**src/rtl/liu_cfg_map.svh**
```systemverilog
// Register offsets, field positions and reset values of the configuration bank
`ifndef LIU_CFG_MAP_SVH
`define LIU_CFG_MAP_SVH
`define ADDR_MONITOR 8'h0b
`define ADDR_DLB 8'h0c
`define ADDR_CRIT 8'h0d
`define ADDR_AAO 8'h0e
`define ADDR_GC 8'h0f
`define ADDR_TSEL 8'h10
`define ADDR_TMPL 8'h11
`define MASK_MONITOR 8'h0f
`define MASK_GC 8'hfb
`define MASK_TSEL 8'h07
`define MASK_TMPL 8'hcf
`define RST_BYTE 8'h00
`define GC_RX_INTERNAL 7
`define GC_ALARM 6
`define GC_PROT 5
`define GC_CODE 4
`define GC_DEPTH 3
`define GC_POS 1
`define GC_ENABLE 0
`define MON_TX_BIT 3
`define MON_OFF 3'h0
`define TMPL_MATCH_OFF 7
`define TMPL_IMP 3
`define TMPL_E1 3'h0
`define ALL_CHANNELS 8'hff
`define MON_FIELD 3:0
`define MON_LINE 2:0
`define TSEL_FIELD 2:0
`define TMPL_MODE 2:0
`endif

```
**src/rtl/liu_cfg_pkg.sv**
```systemverilog
// Types shared by the configuration bank and its bench
package liu_cfg_pkg;
  typedef enum logic [1:0] {CRIT_G775, CRIT_ETS, CRIT_T1231} crit_t;
endpackage

```
**src/rtl/liu_chan_path.sv**
```systemverilog
// One channel: pin synchroniser, loopback steering and all-ones generator
`timescale 1ns/1ps
module liu_chan_path
(
  // Clock and reset
  input wire logic clk,
  input wire logic srst,
  // Controls
  input wire logic loop_digital,
  input wire logic loop_dual,
  input wire logic all_ones,
  // System-side transmit rails (pins)
  input wire logic tx_positive_rail,
  input wire logic tx_negative_rail,
  // Receive decoder output
  input wire logic dec_pos,
  input wire logic dec_neg,
  // Outputs
  output logic rx_positive_rail,
  output logic rx_negative_rail,
  output logic line_pos,
  output logic line_neg
);
  typedef struct packed {
    logic [1:0] s1;
    logic [1:0] s2;
    logic phase;
    logic [1:0] rx;
    logic [1:0] line;
  } chan_state_t;

  chan_state_t st;
  chan_state_t next_st;

  always_comb
  begin
    next_st = st;
    next_st.s1 = {tx_positive_rail, tx_negative_rail};
    next_st.s2 = st.s1;
    // Looped data re-enters the decoder in place of line data
    next_st.rx = (loop_digital || loop_dual) ? st.s2 : {dec_pos, dec_neg}; // RQ2 RQ4
    if (loop_dual)
    begin
      next_st.line = {dec_pos, dec_neg}; // RQ4
    end
    else
    begin
      next_st.line = st.s2;
    end
    // Marks alternate so the all-ones stream stays balanced
    if (all_ones)
    begin
      next_st.phase = ~st.phase;
      next_st.line = {~st.phase, st.phase}; // RQ6
    end
    if (srst)
    begin
      next_st = '0;
    end
  end

  always_ff @(posedge clk)
  begin
    st <= next_st;
  end

  assign rx_positive_rail = st.rx[1];
  assign rx_negative_rail = st.rx[0];
  assign line_pos = st.line[1];
  assign line_neg = st.line[0];
endmodule // liu_chan_path

```
**src/rtl/liu_cfg_regs.sv**
```systemverilog
// Global configuration registers of the eight-channel line interface
//
// Overview of operation
// RQ1: Four-bit monitor field picks receive or transmit line 2-8; lowest code disables.
// RQ2: Loopback bit sends encoded transmit rails back through decoder to receive rails.
// RQ3: In loopback the jitter attenuator may sit in transmit or receive path.
// RQ4: Digital plus remote loopback on a channel gives dual loopback.
// RQ5: Criteria bit picks ETS or G.775 in E1; T1/J1 always T1.231.
// RQ6: Auto all-ones bit sends all ones on loss of signal, master-clock timed.
// RQ7: Global receive mode bit set selects internal termination, clear external.
// RQ8: External mode without match-off trims internally except E1 120 ohm.
// RQ9: Global alarm-on-loss bit forces AIS on loss for all channels.
// RQ10: Global protection-disable bit disables short protection on all transmitters.
// RQ11: Global code bit forces AMI on all channels.
// RQ12: Global depth bit forces 128-bit attenuator FIFO on all channels.
// RQ13: Global position bit forces attenuator into receive path of all channels.
// RQ14: Global enable bit enables attenuator on all channels.
// RQ15: Three-bit selector chooses which channel template register accesses reach.
// RQ16: Receiver 1 monitors, so only channels 2-8 can be monitored.
// RQ17: Selector code 000 is channel 1 up to 111 channel 8.
// RQ18: Reads return last written value; reserved bits read zero.
`timescale 1ns/1ps
`include "liu_cfg_map.svh"
module liu_cfg_regs
#(
  // Set for the 120 ohm default variant
  parameter bit E1_DEFAULT_120 = 1'b1
)
(
  // Clock and reset
  input wire logic clk,
  input wire logic srst,
  // Host port
  input wire logic [7:0] host_addr,
  input wire logic host_wr,
  input wire logic host_rd,
  input wire logic [7:0] host_wdata,
  output logic [7:0] host_rdata,
  // Per-channel settings held in other banks
  input wire logic [7:0] remote_loopback_enable,
  input wire logic [7:0] per_channel_alarm_on_loss,
  input wire logic [7:0] per_channel_protection_disable,
  input wire logic [7:0] per_channel_code_select,
  input wire logic [7:0] per_channel_attenuator_depth,
  input wire logic [7:0] per_channel_attenuator_position,
  input wire logic [7:0] per_channel_attenuator_enable,
  input wire logic [7:0] loss_detected,
  // Channel datapath
  input wire logic [7:0] tx_positive_rail,
  input wire logic [7:0] tx_negative_rail,
  input wire logic [7:0] dec_pos,
  input wire logic [7:0] dec_neg,
  output logic [7:0] rx_positive_rail,
  output logic [7:0] rx_negative_rail,
  output logic [7:0] line_pos,
  output logic [7:0] line_neg,
  // Effective per-channel controls
  output logic [7:0] loop_digital,
  output logic [7:0] loop_dual,
  output logic [7:0] all_ones,
  output liu_cfg_pkg::crit_t [7:0] criteria,
  output logic [7:0] alarm_on_loss,
  output logic [7:0] protection_disable,
  output logic [7:0] ami_select,
  output logic [7:0] depth_128,
  output logic [7:0] attenuator_in_rx,
  output logic [7:0] attenuator_enable,
  output logic [7:0] rx_trim_enable,
  output logic [7:0] [7:0] template_select,
  // Global controls
  output logic receive_termination_internal,
  // Nonintrusive monitor
  output logic monitor_enable,
  output logic monitor_tx,
  output logic [2:0] monitor_channel
);
  typedef struct packed {
    logic [3:0] monitor_line_select;
    logic [7:0] digital_loopback_enable;
    logic [7:0] loss_alarm_criteria_select;
    logic [7:0] auto_all_ones_on_loss;
    logic [7:0] global_configuration;
    logic [2:0] template_channel_select;
    logic [7:0] [7:0] tmpl;
    logic [7:0] rdata;
    logic [7:0] dlb_eff;
    logic [7:0] dual_eff;
    logic [7:0] ones_eff;
    liu_cfg_pkg::crit_t [7:0] crit_eff;
    logic [7:0] alarm_eff;
    logic [7:0] prot_eff;
    logic [7:0] ami_eff;
    logic [7:0] depth_eff;
    logic [7:0] pos_eff;
    logic [7:0] en_eff;
    logic [7:0] trim_eff;
    logic rx_int;
    logic mon_en;
    logic mon_tx;
    logic [2:0] mon_ch;
  } cfg_state_t;

  cfg_state_t st;
  cfg_state_t next_st;

  // --------------------------------------------------------------
  // Register access and effective controls
  // --------------------------------------------------------------
  always_comb
  begin
    logic [7:0] rd;
    logic e1;
    logic e1_120;
    rd = `RST_BYTE;
    e1 = 1'b0;
    e1_120 = 1'b0;
    next_st = st;

    // --------------------------------------------------------------
    // Host writes
    // --------------------------------------------------------------
    if (host_wr)
    begin
      unique case (host_addr)
        `ADDR_MONITOR:
        begin
          next_st.monitor_line_select = host_wdata[`MON_FIELD];
        end
        `ADDR_DLB:
        begin
          next_st.digital_loopback_enable = host_wdata;
        end
        `ADDR_CRIT:
        begin
          next_st.loss_alarm_criteria_select = host_wdata;
        end
        `ADDR_AAO:
        begin
          next_st.auto_all_ones_on_loss = host_wdata;
        end
        `ADDR_GC:
        begin
          next_st.global_configuration = host_wdata & `MASK_GC; // RQ18
        end
        `ADDR_TSEL:
        begin
          next_st.template_channel_select = host_wdata[`TSEL_FIELD];
        end
        // Template write lands on the channel named by the selector
        `ADDR_TMPL:
        begin
          next_st.tmpl[st.template_channel_select] = host_wdata & `MASK_TMPL; // RQ15 RQ17
        end
        // Unmapped offsets are ignored
        default:
        begin
          next_st.rdata = st.rdata;
        end
      endcase
    end

    // --------------------------------------------------------------
    // Host reads
    // --------------------------------------------------------------
    unique case (host_addr)
      `ADDR_MONITOR:
      begin
        rd = 8'(st.monitor_line_select) & `MASK_MONITOR;
      end
      `ADDR_DLB:
      begin
        rd = st.digital_loopback_enable;
      end
      `ADDR_CRIT:
      begin
        rd = st.loss_alarm_criteria_select;
      end
      `ADDR_AAO:
      begin
        rd = st.auto_all_ones_on_loss;
      end
      `ADDR_GC:
      begin
        rd = st.global_configuration;
      end
      `ADDR_TSEL:
      begin
        rd = 8'(st.template_channel_select) & `MASK_TSEL;
      end
      `ADDR_TMPL:
      begin
        rd = st.tmpl[st.template_channel_select]; // RQ15
      end
      default:
      begin
        rd = `RST_BYTE;
      end
    endcase
    // Read data holds between reads
    if (host_rd)
    begin
      next_st.rdata = rd; // RQ18
    end

    // --------------------------------------------------------------
    // Monitor selection
    // --------------------------------------------------------------
    // Receiver 1 is the monitor, so line code n means channel n+1
    next_st.mon_tx = st.monitor_line_select[`MON_TX_BIT]; // RQ1
    next_st.mon_ch = st.monitor_line_select[`MON_LINE]; // RQ16
    next_st.mon_en = st.monitor_line_select[`MON_LINE] != `MON_OFF; // RQ1

    // --------------------------------------------------------------
    // Per-channel controls
    // --------------------------------------------------------------
    next_st.rx_int = st.global_configuration[`GC_RX_INTERNAL]; // RQ7
    for (int n = 0; n < 8; n++)
    begin
      e1 = st.tmpl[n][`TMPL_MODE] == `TMPL_E1;
      e1_120 = e1 && (st.tmpl[n][`TMPL_IMP] != E1_DEFAULT_120);
      next_st.dual_eff[n] = st.digital_loopback_enable[n] && remote_loopback_enable[n]; // RQ4
      next_st.dlb_eff[n] = st.digital_loopback_enable[n] && !remote_loopback_enable[n]; // RQ2 RQ4
      next_st.ones_eff[n] = st.auto_all_ones_on_loss[n] && loss_detected[n]; // RQ6
      if (!e1)
      begin
        next_st.crit_eff[n] = liu_cfg_pkg::CRIT_T1231; // RQ5
      end
      else if (st.loss_alarm_criteria_select[n])
      begin
        next_st.crit_eff[n] = liu_cfg_pkg::CRIT_ETS; // RQ5
      end
      else
      begin
        next_st.crit_eff[n] = liu_cfg_pkg::CRIT_G775; // RQ5
      end
      // Trim only matters when the external resistor sets the impedance
      next_st.trim_eff[n] = !st.global_configuration[`GC_RX_INTERNAL]
        && !st.tmpl[n][`TMPL_MATCH_OFF] && !e1_120; // RQ8
    end

    // --------------------------------------------------------------
    // Global overrides
    // --------------------------------------------------------------
    // A set global bit wins for every channel; a clear one defers to the bank
    if (st.global_configuration[`GC_ALARM])
    begin
      next_st.alarm_eff = `ALL_CHANNELS; // RQ9
    end
    else
    begin
      next_st.alarm_eff = per_channel_alarm_on_loss; // RQ9
    end
    if (st.global_configuration[`GC_PROT])
    begin
      next_st.prot_eff = `ALL_CHANNELS; // RQ10
    end
    else
    begin
      next_st.prot_eff = per_channel_protection_disable; // RQ10
    end
    if (st.global_configuration[`GC_CODE])
    begin
      next_st.ami_eff = `ALL_CHANNELS; // RQ11
    end
    else
    begin
      next_st.ami_eff = per_channel_code_select; // RQ11
    end
    if (st.global_configuration[`GC_DEPTH])
    begin
      next_st.depth_eff = `ALL_CHANNELS; // RQ12
    end
    else
    begin
      next_st.depth_eff = per_channel_attenuator_depth; // RQ12
    end
    // Position applies in loopback too, giving either path
    if (st.global_configuration[`GC_POS])
    begin
      next_st.pos_eff = `ALL_CHANNELS; // RQ13 RQ3
    end
    else
    begin
      next_st.pos_eff = per_channel_attenuator_position; // RQ13 RQ3
    end
    if (st.global_configuration[`GC_ENABLE])
    begin
      next_st.en_eff = `ALL_CHANNELS; // RQ14
    end
    else
    begin
      next_st.en_eff = per_channel_attenuator_enable; // RQ14
    end

    if (srst)
    begin
      next_st = '0;
    end
  end

  always_ff @(posedge clk)
  begin
    st <= next_st;
  end

  // --------------------------------------------------------------
  // Channel paths
  // --------------------------------------------------------------
  for (genvar g = 0; g < 8; g++)
  begin : g_chan
    liu_chan_path u_path
    (
      .clk(clk),
      .srst(srst),
      .loop_digital(st.dlb_eff[g]),
      .loop_dual(st.dual_eff[g]),
      .all_ones(st.ones_eff[g]),
      .tx_positive_rail(tx_positive_rail[g]),
      .tx_negative_rail(tx_negative_rail[g]),
      .dec_pos(dec_pos[g]),
      .dec_neg(dec_neg[g]),
      .rx_positive_rail(rx_positive_rail[g]),
      .rx_negative_rail(rx_negative_rail[g]),
      .line_pos(line_pos[g]),
      .line_neg(line_neg[g])
    );
  end

  // --------------------------------------------------------------
  // Outputs
  // --------------------------------------------------------------
  assign host_rdata = st.rdata;
  assign loop_digital = st.dlb_eff;
  assign loop_dual = st.dual_eff;
  assign all_ones = st.ones_eff;
  assign criteria = st.crit_eff;
  assign alarm_on_loss = st.alarm_eff;
  assign protection_disable = st.prot_eff;
  assign ami_select = st.ami_eff;
  assign depth_128 = st.depth_eff;
  assign attenuator_in_rx = st.pos_eff;
  assign attenuator_enable = st.en_eff;
  assign rx_trim_enable = st.trim_eff;
  assign template_select = st.tmpl;
  assign receive_termination_internal = st.rx_int;
  assign monitor_enable = st.mon_en;
  assign monitor_tx = st.mon_tx;
  assign monitor_channel = st.mon_ch;
endmodule // liu_cfg_regs

```
**config.mk**
```make
export PLATFORM = sky130hd
export DESIGN_NAME = liu_cfg_regs
export DESIGN_NICKNAME = d
export VERILOG_FILES = /design/src/rtl/liu_cfg_pkg.sv /design/src/rtl/liu_chan_path.sv /design/src/rtl/liu_cfg_regs.sv
export VERILOG_INCLUDE_DIRS = /design/src /design/src/rtl
export SDC_FILE = /design/constraint.sdc
export NUM_CORES = 1
export LEC_CHECK = 0
export BUFFER_PORTS_ARGS = -buffer_cell sky130_fd_sc_hd__buf_2
export CORE_ASPECT_RATIO = 0.5
export CORE_MARGIN = 2
export CORE_UTILIZATION = 40
export DETAILED_ROUTE_END_ITERATION = 12
export HOLD_SLACK_MARGIN = 0.06
export PLACE_DENSITY = 0.68
export SLEW_MARGIN = 15
export SYNTH_ARGS = -nofsm -noshare
export SYNTH_HDL_FRONTEND = slang
export SYNTH_SLANG_ARGS = --single-unit
```
**constraint.sdc**
```tcl
create_clock -name clk -period 3.9 [get_ports clk]
set_input_delay 0.195 -clock clk [delete_from_list [all_inputs] [get_ports clk]]
set_output_delay 0.195 -clock clk [all_outputs]
set_load 0.01 [all_outputs]
```
Word level (Yosys, flattened, before mapping)
Cells that the tools add are included.
{"block": "word_totals", "ram_bits": 0, "reg_bits": 284, "rom_bits": 0, "latchBits": 0, "memories": 0, "inputBits": 116, "output_inout_bits": 206}
{"block": "op_classes", "muxes": 53, "reduce_logical": 106, "multipliers": 0, "div_mod_pow": 0, "bitwise_logic": 24, "n_addsub": 0, "shifts": 0, "order_cmp": 2, "eq_ne": 7}
{"cell": "$mux 8", "count": 9}
{"cell": "$bwmux 64", "count": 1}
{"cell": "$mux 2", "count": 32}
{"cell": "$pmux 8 s7", "count": 1}
{"cell": "$logic_and 1x1->1", "count": 49}
{"cell": "$eq 8x4->1 const B", "count": 5}
{"cell": "$logic_not 1->1", "count": 25}
{"cell": "$bmux 8 s3", "count": 1}
{"cell": "$demux 8 s3", "count": 1}
{"cell": "$logic_not 3->1", "count": 8}
{"cell": "$not 1->1", "count": 24}
{"cell": "$eq 8x5->1 const B", "count": 2}
{"cell": "$reduce_or 2->1", "count": 8}
{"cell": "$reduce_and 2->1", "count": 7}
{"cell": "$logic_or 1x1->1", "count": 8}
{"cell": "$mux 1", "count": 8}
{"cell": "$lt 3x4->1 const B", "count": 1}
{"cell": "$ge 3x1->1 const B", "count": 1}
{"cell": "$reduce_bool 3->1", "count": 1}

Longest topological paths before layout
{"block": "logic_depth", "ltp_word": 5, "depth_mapped": 7}

By module
A second synthesis with hierarchy kept.
{"block": "unflattened", "hier_cells": 1153, "hier_area_um2": 10986.8}
{"mod": "liu_cfg_regs", "area_per_inst_um2": 8514.4, "seq_area_each_um2": 3923.8, "instances": 1, "cells_each": 921}
{"mod": "liu_chan_path", "area_per_inst_um2": 309.0, "seq_area_each_um2": 180.2, "instances": 8, "cells_each": 29}

Least setup slack after synthesis
No wires, ideal clock.
{"block": "synth_timing", "path_type": "register to register", "from": "reg st[174] (netlist name)", "to": "reg st (netlist bit host_rdata[3])", "arrival_ps": 1760, "n_path_buf": 2, "stages_incl_launch_ff": 6, "period_less_slack_ps": 1882, "slack_ps": 2018, "setup_ps": 121, "path_cell_list": "dfxtp_1 > buf_2 > buf_1 > mux4_2 > a211oi_1 > o21ai_0"}
{"block": "synth_between", "elab_chain_len": 4}
{"element": "start, declared", "line_no": "liu_cfg_regs.sv:103", "rtl": "cfg_state_t st;"}
{"element": "start signal, assigned", "line_no": "liu_cfg_regs.sv:303", "rtl": "st <= next_st;"}
{"element": "$bmux 8 s3", "line_no": "liu_cfg_regs.sv:192", "rtl": "rd = st.tmpl[st.template_channel_select];"}
{"element": "$mux 8 (not written as such)", "line_no": "liu_cfg_regs.sv:192"}
{"element": "$pmux 8 s7", "line_no": "liu_cfg_regs.sv:165", "rtl": "unique case (host_addr)"}
{"element": "$mux 8", "line_no": "liu_cfg_regs.sv:200", "rtl": "if (host_rd)"}
Every way passes these cells. The select of a mux whose other input is x is not followed.
A chain may end at the register's enable or synchronous reset.

Worst setup path in the final report
{"block": "layout_timing", "from": "reg st[176] (netlist name)", "to": "reg st (netlist bit template_select[57])"}
{"block": "layout_between", "elab_chain_len": 5}
{"element": "$lt 3x4->1 or $ge 3x1->1 (tied branches)"}
{"element": "$logic_and 1x1->1 (no source line)"}
{"element": "$mux 8 (no source line)"}
{"element": "$demux 8 s3 (no source line) (*)"}
{"element": "$bwmux 64 (no source line) (*)"}
Mark *: on every way between the ends. The rest lies on a longest branch, timed or not.

==> Implementation_results.wiki <==
{| class="wikitable"
! Metric !! Value
|-
| Run status || finished, final reports clean
|-
| Rel. slew slack || a little under 40%
|-
| Reg2Reg Setup Slack || 1670 ps
|-
| Netlist area before placement || 11,000 um^2
|-
| Routed wire length per instance || between 15 and 20 um
|-
| Peak clock frequency supported by timing || approximately 450 MHz
|-
| Final period demand of the worst path || about 2200 ps
|-
| CTS root buffer || sky130_fd_sc_hd__clkbuf_16
|-
| Setup repair after global routing missed its margin || no
|-
| HPWL after detailed placement || 21.3 mm
|-
| Peak ir drop on the vdd network || around 0.00027 V
|-
| Clk_skew || roughly 25 ps
|-
| Standard-cell rows || 42
|-
| First-pass GRT wire length || about 47 mm
|-
| Count of H-tree levels built during CTS || 1
|-
| Register area || roughly 5400 um^2
|-
| Setup-failing EPs final || 0
|-
| Syn. warnings || 0
|-
| Overall track demand over capacity in global routing || roughly 20%
|-
| Die Area || around 29,000 um^2
|-
| Number of instances in the placed design || roughly 1,600
|-
| Sequential cell area fraction in the yosys report || 48.6%
|-
| Initial core utilization || roughly 40%
|-
| Capturing element type of the critical path || register
|-
| Number of remaining DRC errors || 0
|-
| Maximum fanout along the worst path || 16
|-
| Classification of the worst setup path || reg2reg
|-
| Number of instances in the synthesized netlist || about 1,200
|-
| Leak pwr || 5.94 nW
|-
| Post-CTS repair timing setup buffer count || 0
|-
| Number of vias per cell after detailed routing || 5.00
|-
| Hold Path Class || in2reg
|-
| Multi-input gate area || between 3000 and 4000 um^2
|-
| Power Dens Cells || roughly 420 nW/um^2
|-
| Number of antenna violations at the first check in global routing || 3
|-
| Yosys cell types || 45
|-
| First drt pass iteration count || 6
|-
| Height of the chip || about 120 um
|-
| Input/output buffers || between 300 and 400
|-
| Data arrival, critical path || 2630 ps
|-
| Aggregate global routing overflow || 0
|-
| Number of endpoints with negative hold slack in the final report || 0
|-
| Vias || a little under 9,000
|-
| Clock transition at path regs || around 60 ps
|-
| Maximum number of buffers from clock root to sink || 3
|-
| Clock latency at the later pin of the worst-skew pair || between 500 and 600 ps
|-
| Flip-flop and latch count after synthesis || about 270
|-
| Post-layout net count || 1,485
|-
| Core area || approximately 27,000 um^2
|-
| Number of global-route vias before repair || ~8,400
|-
| Weighted congestion at the end of routability-driven global placement || a little under 0.9
|-
| Area growth from synthesis to layout || 19.0%
|-
| Required arrival time at the worst endpoint || 4300 ps
|-
| Period utilisation layout || between 50% and 60%
|-
| TritonCTS clock tree || done
|-
| Slew at the pin with the worst max-slew slack || 911 ps
|-
| Maximum number of pins on one net before global-route repair || approximately 130
|-
| Number of max-slew violations in the final report || 0
|-
| Total I/O pin count || ~320
|-
| Total CTS buffers || 25
|-
| Mean instance size in the synthesized netlist || between 9 and 10 um^2
|-
| Share of post-route cells with drive strength above 1 || a little over a quarter
|-
| Finished Core Util || 49.0%
|-
| Total negative slack for setup checks || 0 ps
|-
| DRT Wirelength || between 30 and 40 mm
|-
| # fillers || between 2,000 and 2,500
|-
| Crit path launch type || register
|-
| Chip Width || 239 um
|-
| Clock Sinks || between 200 and 300
|-
| Total of max-cap violations || 0
|-
| Iteration-0 DRC Markers || between 800 and 900
|-
| Residual antenna-violating net count after detailed routing || 0
|-
| Non-filler cells, final || approximately 1,700
|}
==> area by class of cell <==
class	count	share of cell area, %
sequential	268	40.8
tap	352	3.35
clock buffer	39	5.46
antenna	5	0.0952
clock inverter	4	0.371
multi-input combinational	660	30.1
inverter	4	0.114
timing repair buffer	410	19.7
==> metal layers <==
layer  routed length [um]  share of wire, %  GRT usage [%]
met3                 1840               5.8           4.94
met1                12800                41           24.7
met4                  892               2.8           6.41
met5                    0                 0              0
met2                16000                51           36.7
==> stage by stage <==
stage / hold slack [ps] / worst slack [ps] / power (mW) / cell area, um^2
6_report: 94.2 / 1670 / 5.53 / 13100
5_1_grt: 84.8 / 1540 / 5.74 / 13100
4_1_cts: 66.0 / 1690 / 5.59 / 13100
3_5_place_dp: 374 / 1290 / 3.17 / 11400
3_3_place_gp: 367 / 1310 / 3.16 / 11400
2_1_floorplan: 271 / 2020 / 3.08 / 11100
==> power by group <==
| group | switching (mW) | internal (mW) |
|---|---|---|
| registers | 0.0164 | 2.79 |
| clock network | 1.01 | 1.33 |
| logic | 0.209 | 0.176 |
==> final timing paths <==
kind / start / end / cells past startpoint
worst min register to register: g_chan[5].u_path.st[8] / g_chan[5].u_path.st[6] / 1
worst min-delay path: host_rd / host_rdata[4] / 3
worst max-delay path: st[176] / template_select[57] / 6
worst max register to register: st[176] / template_select[57] / 6
==> kinds of logic after synthesis <==
family | Yosys count | synth area share [%]
AO/OA/AOI/OAI | 117 | 6.13
XOR/XNOR | 8 | 0.634
buffers and inverters | 268 | 16.1
flip-flops | 268 | 48.6
multiplexers | 93 | 10.3
other | 1 | 0.0340
AND/OR/NAND/NOR | 426 | 18.3
==> cell usage after synthesis <==
library cell | n | area (um^2)
sky130_fd_sc_hd__dfxtp_1 | 268 | 5370
sky130_fd_sc_hd__nor2_1 | 209 | 785
sky130_fd_sc_hd__buf_4 | 204 | 1530
sky130_fd_sc_hd__mux2i_1 | 75 | 751
sky130_fd_sc_hd__a21oi_1 | 56 | 280
sky130_fd_sc_hd__nand2_1 | 54 | 203
sky130_fd_sc_hd__clkbuf_1 | 49 | 184
sky130_fd_sc_hd__nor2b_1 | 49 | 307
sky130_fd_sc_hd__and3_1 | 26 | 163
sky130_fd_sc_hd__nand3_1 | 26 | 130
sky130_fd_sc_hd__o21ai_0 | 25 | 125
sky130_fd_sc_hd__a211oi_1 | 20 | 150
sky130_fd_sc_hd__nor3_1 | 20 | 100
sky130_fd_sc_hd__mux4_2 | 16 | 360
sky130_fd_sc_hd__nor3b_1 | 11 | 82.6
sky130_fd_sc_hd__nor4_1 | 10 | 62.6
sky130_fd_sc_hd__xnor2_1 | 8 | 70.1
sky130_fd_sc_hd__buf_1 | 7 | 26.3
sky130_fd_sc_hd__a31oi_1 | 4 | 25.0
sky130_fd_sc_hd__buf_2 | 4 | 20.0
sky130_fd_sc_hd__inv_1 | 4 | 15.0
sky130_fd_sc_hd__nand2b_1 | 3 | 18.8
sky130_fd_sc_hd__o22ai_1 | 3 | 18.8
sky130_fd_sc_hd__or3_1 | 3 | 18.8
sky130_fd_sc_hd__a221oi_1 | 2 | 17.5
sky130_fd_sc_hd__and4b_1 | 2 | 20.0
sky130_fd_sc_hd__mux2_2 | 2 | 22.5
sky130_fd_sc_hd__nand4_1 | 2 | 12.5
sky130_fd_sc_hd__nor3_2 | 2 | 20.0
sky130_fd_sc_hd__nor4_4 | 2 | 42.5
sky130_fd_sc_hd__a2111oi_0 | 1 | 8.76
sky130_fd_sc_hd__a21o_1 | 1 | 7.51
sky130_fd_sc_hd__a221o_1 | 1 | 10.0
sky130_fd_sc_hd__conb_1 | 1 | 3.75
sky130_fd_sc_hd__nand3_2 | 1 | 10.0
sky130_fd_sc_hd__nand3b_1 | 1 | 7.51
sky130_fd_sc_hd__nand4b_1 | 1 | 8.76
sky130_fd_sc_hd__nor2_2 | 1 | 6.26
sky130_fd_sc_hd__o211ai_1 | 1 | 7.51
sky130_fd_sc_hd__o21a_1 | 1 | 7.51
sky130_fd_sc_hd__o22a_1 | 1 | 8.76
sky130_fd_sc_hd__o32a_1 | 1 | 10.0
sky130_fd_sc_hd__or2_2 | 1 | 6.26
sky130_fd_sc_hd__or3b_1 | 1 | 8.76
sky130_fd_sc_hd__or4_1 | 1 | 7.51
==> state kept, by name, summed over array words and instances (netlist names), 16 cells and up <==
register / flops
g_chan.u_path.st: 40
st: 38
criteria: 16
template_select: 48
==> timing repair <==
item / in CTS / in global routing
resized for setup: 0 / 0
hold buffers: 100 / 0
endpoints found under the hold margin: 126 / 0
setup endpoints to repair: 0 / 0
==> cells in the final DEF (no fill, tap or decap), types with 3 or more instances in the layout <==
| cell | instances |
|---|---|
| sky130_fd_sc_hd__buf_2 | 304 |
| sky130_fd_sc_hd__dfxtp_1 | 268 |
| sky130_fd_sc_hd__nor2_1 | 209 |
| sky130_fd_sc_hd__dlygate4sd3_1 | 100 |
| sky130_fd_sc_hd__mux2i_1 | 75 |
| sky130_fd_sc_hd__a21oi_1 | 56 |
| sky130_fd_sc_hd__nand2_1 | 54 |
| sky130_fd_sc_hd__nor2b_1 | 49 |
| sky130_fd_sc_hd__nand3_1 | 26 |
| sky130_fd_sc_hd__and3_1 | 26 |
| sky130_fd_sc_hd__o21ai_0 | 25 |
| sky130_fd_sc_hd__clkbuf_16 | 25 |
| sky130_fd_sc_hd__nor3_1 | 20 |
| sky130_fd_sc_hd__a211oi_1 | 20 |
| sky130_fd_sc_hd__mux4_2 | 16 |
| sky130_fd_sc_hd__conb_1 | 16 |
| sky130_fd_sc_hd__nor3b_1 | 11 |
| sky130_fd_sc_hd__nor4_1 | 10 |
| sky130_fd_sc_hd__clkbuf_1 | 10 |
| sky130_fd_sc_hd__xnor2_1 | 8 |
| sky130_fd_sc_hd__diode_2 | 5 |
| sky130_fd_sc_hd__inv_1 | 4 |
| sky130_fd_sc_hd__a31oi_1 | 4 |
| sky130_fd_sc_hd__clkbuf_8 | 4 |
| sky130_fd_sc_hd__buf_4 | 4 |
| sky130_fd_sc_hd__nand2b_1 | 3 |
| sky130_fd_sc_hd__or3_1 | 3 |
| sky130_fd_sc_hd__o22ai_1 | 3 |
==> worst max-delay path, stage by stage (launching register included) <==
cell                      delay (ps)
sky130_fd_sc_hd__dfxtp_1         700
sky130_fd_sc_hd__nand3_1         180
sky130_fd_sc_hd__nor3_2          220
sky130_fd_sc_hd__buf_4           260
sky130_fd_sc_hd__and4b_1         450
sky130_fd_sc_hd__mux2i_1         230
sky130_fd_sc_hd__nor2_1           60
(Power assumes the default switching activity.)
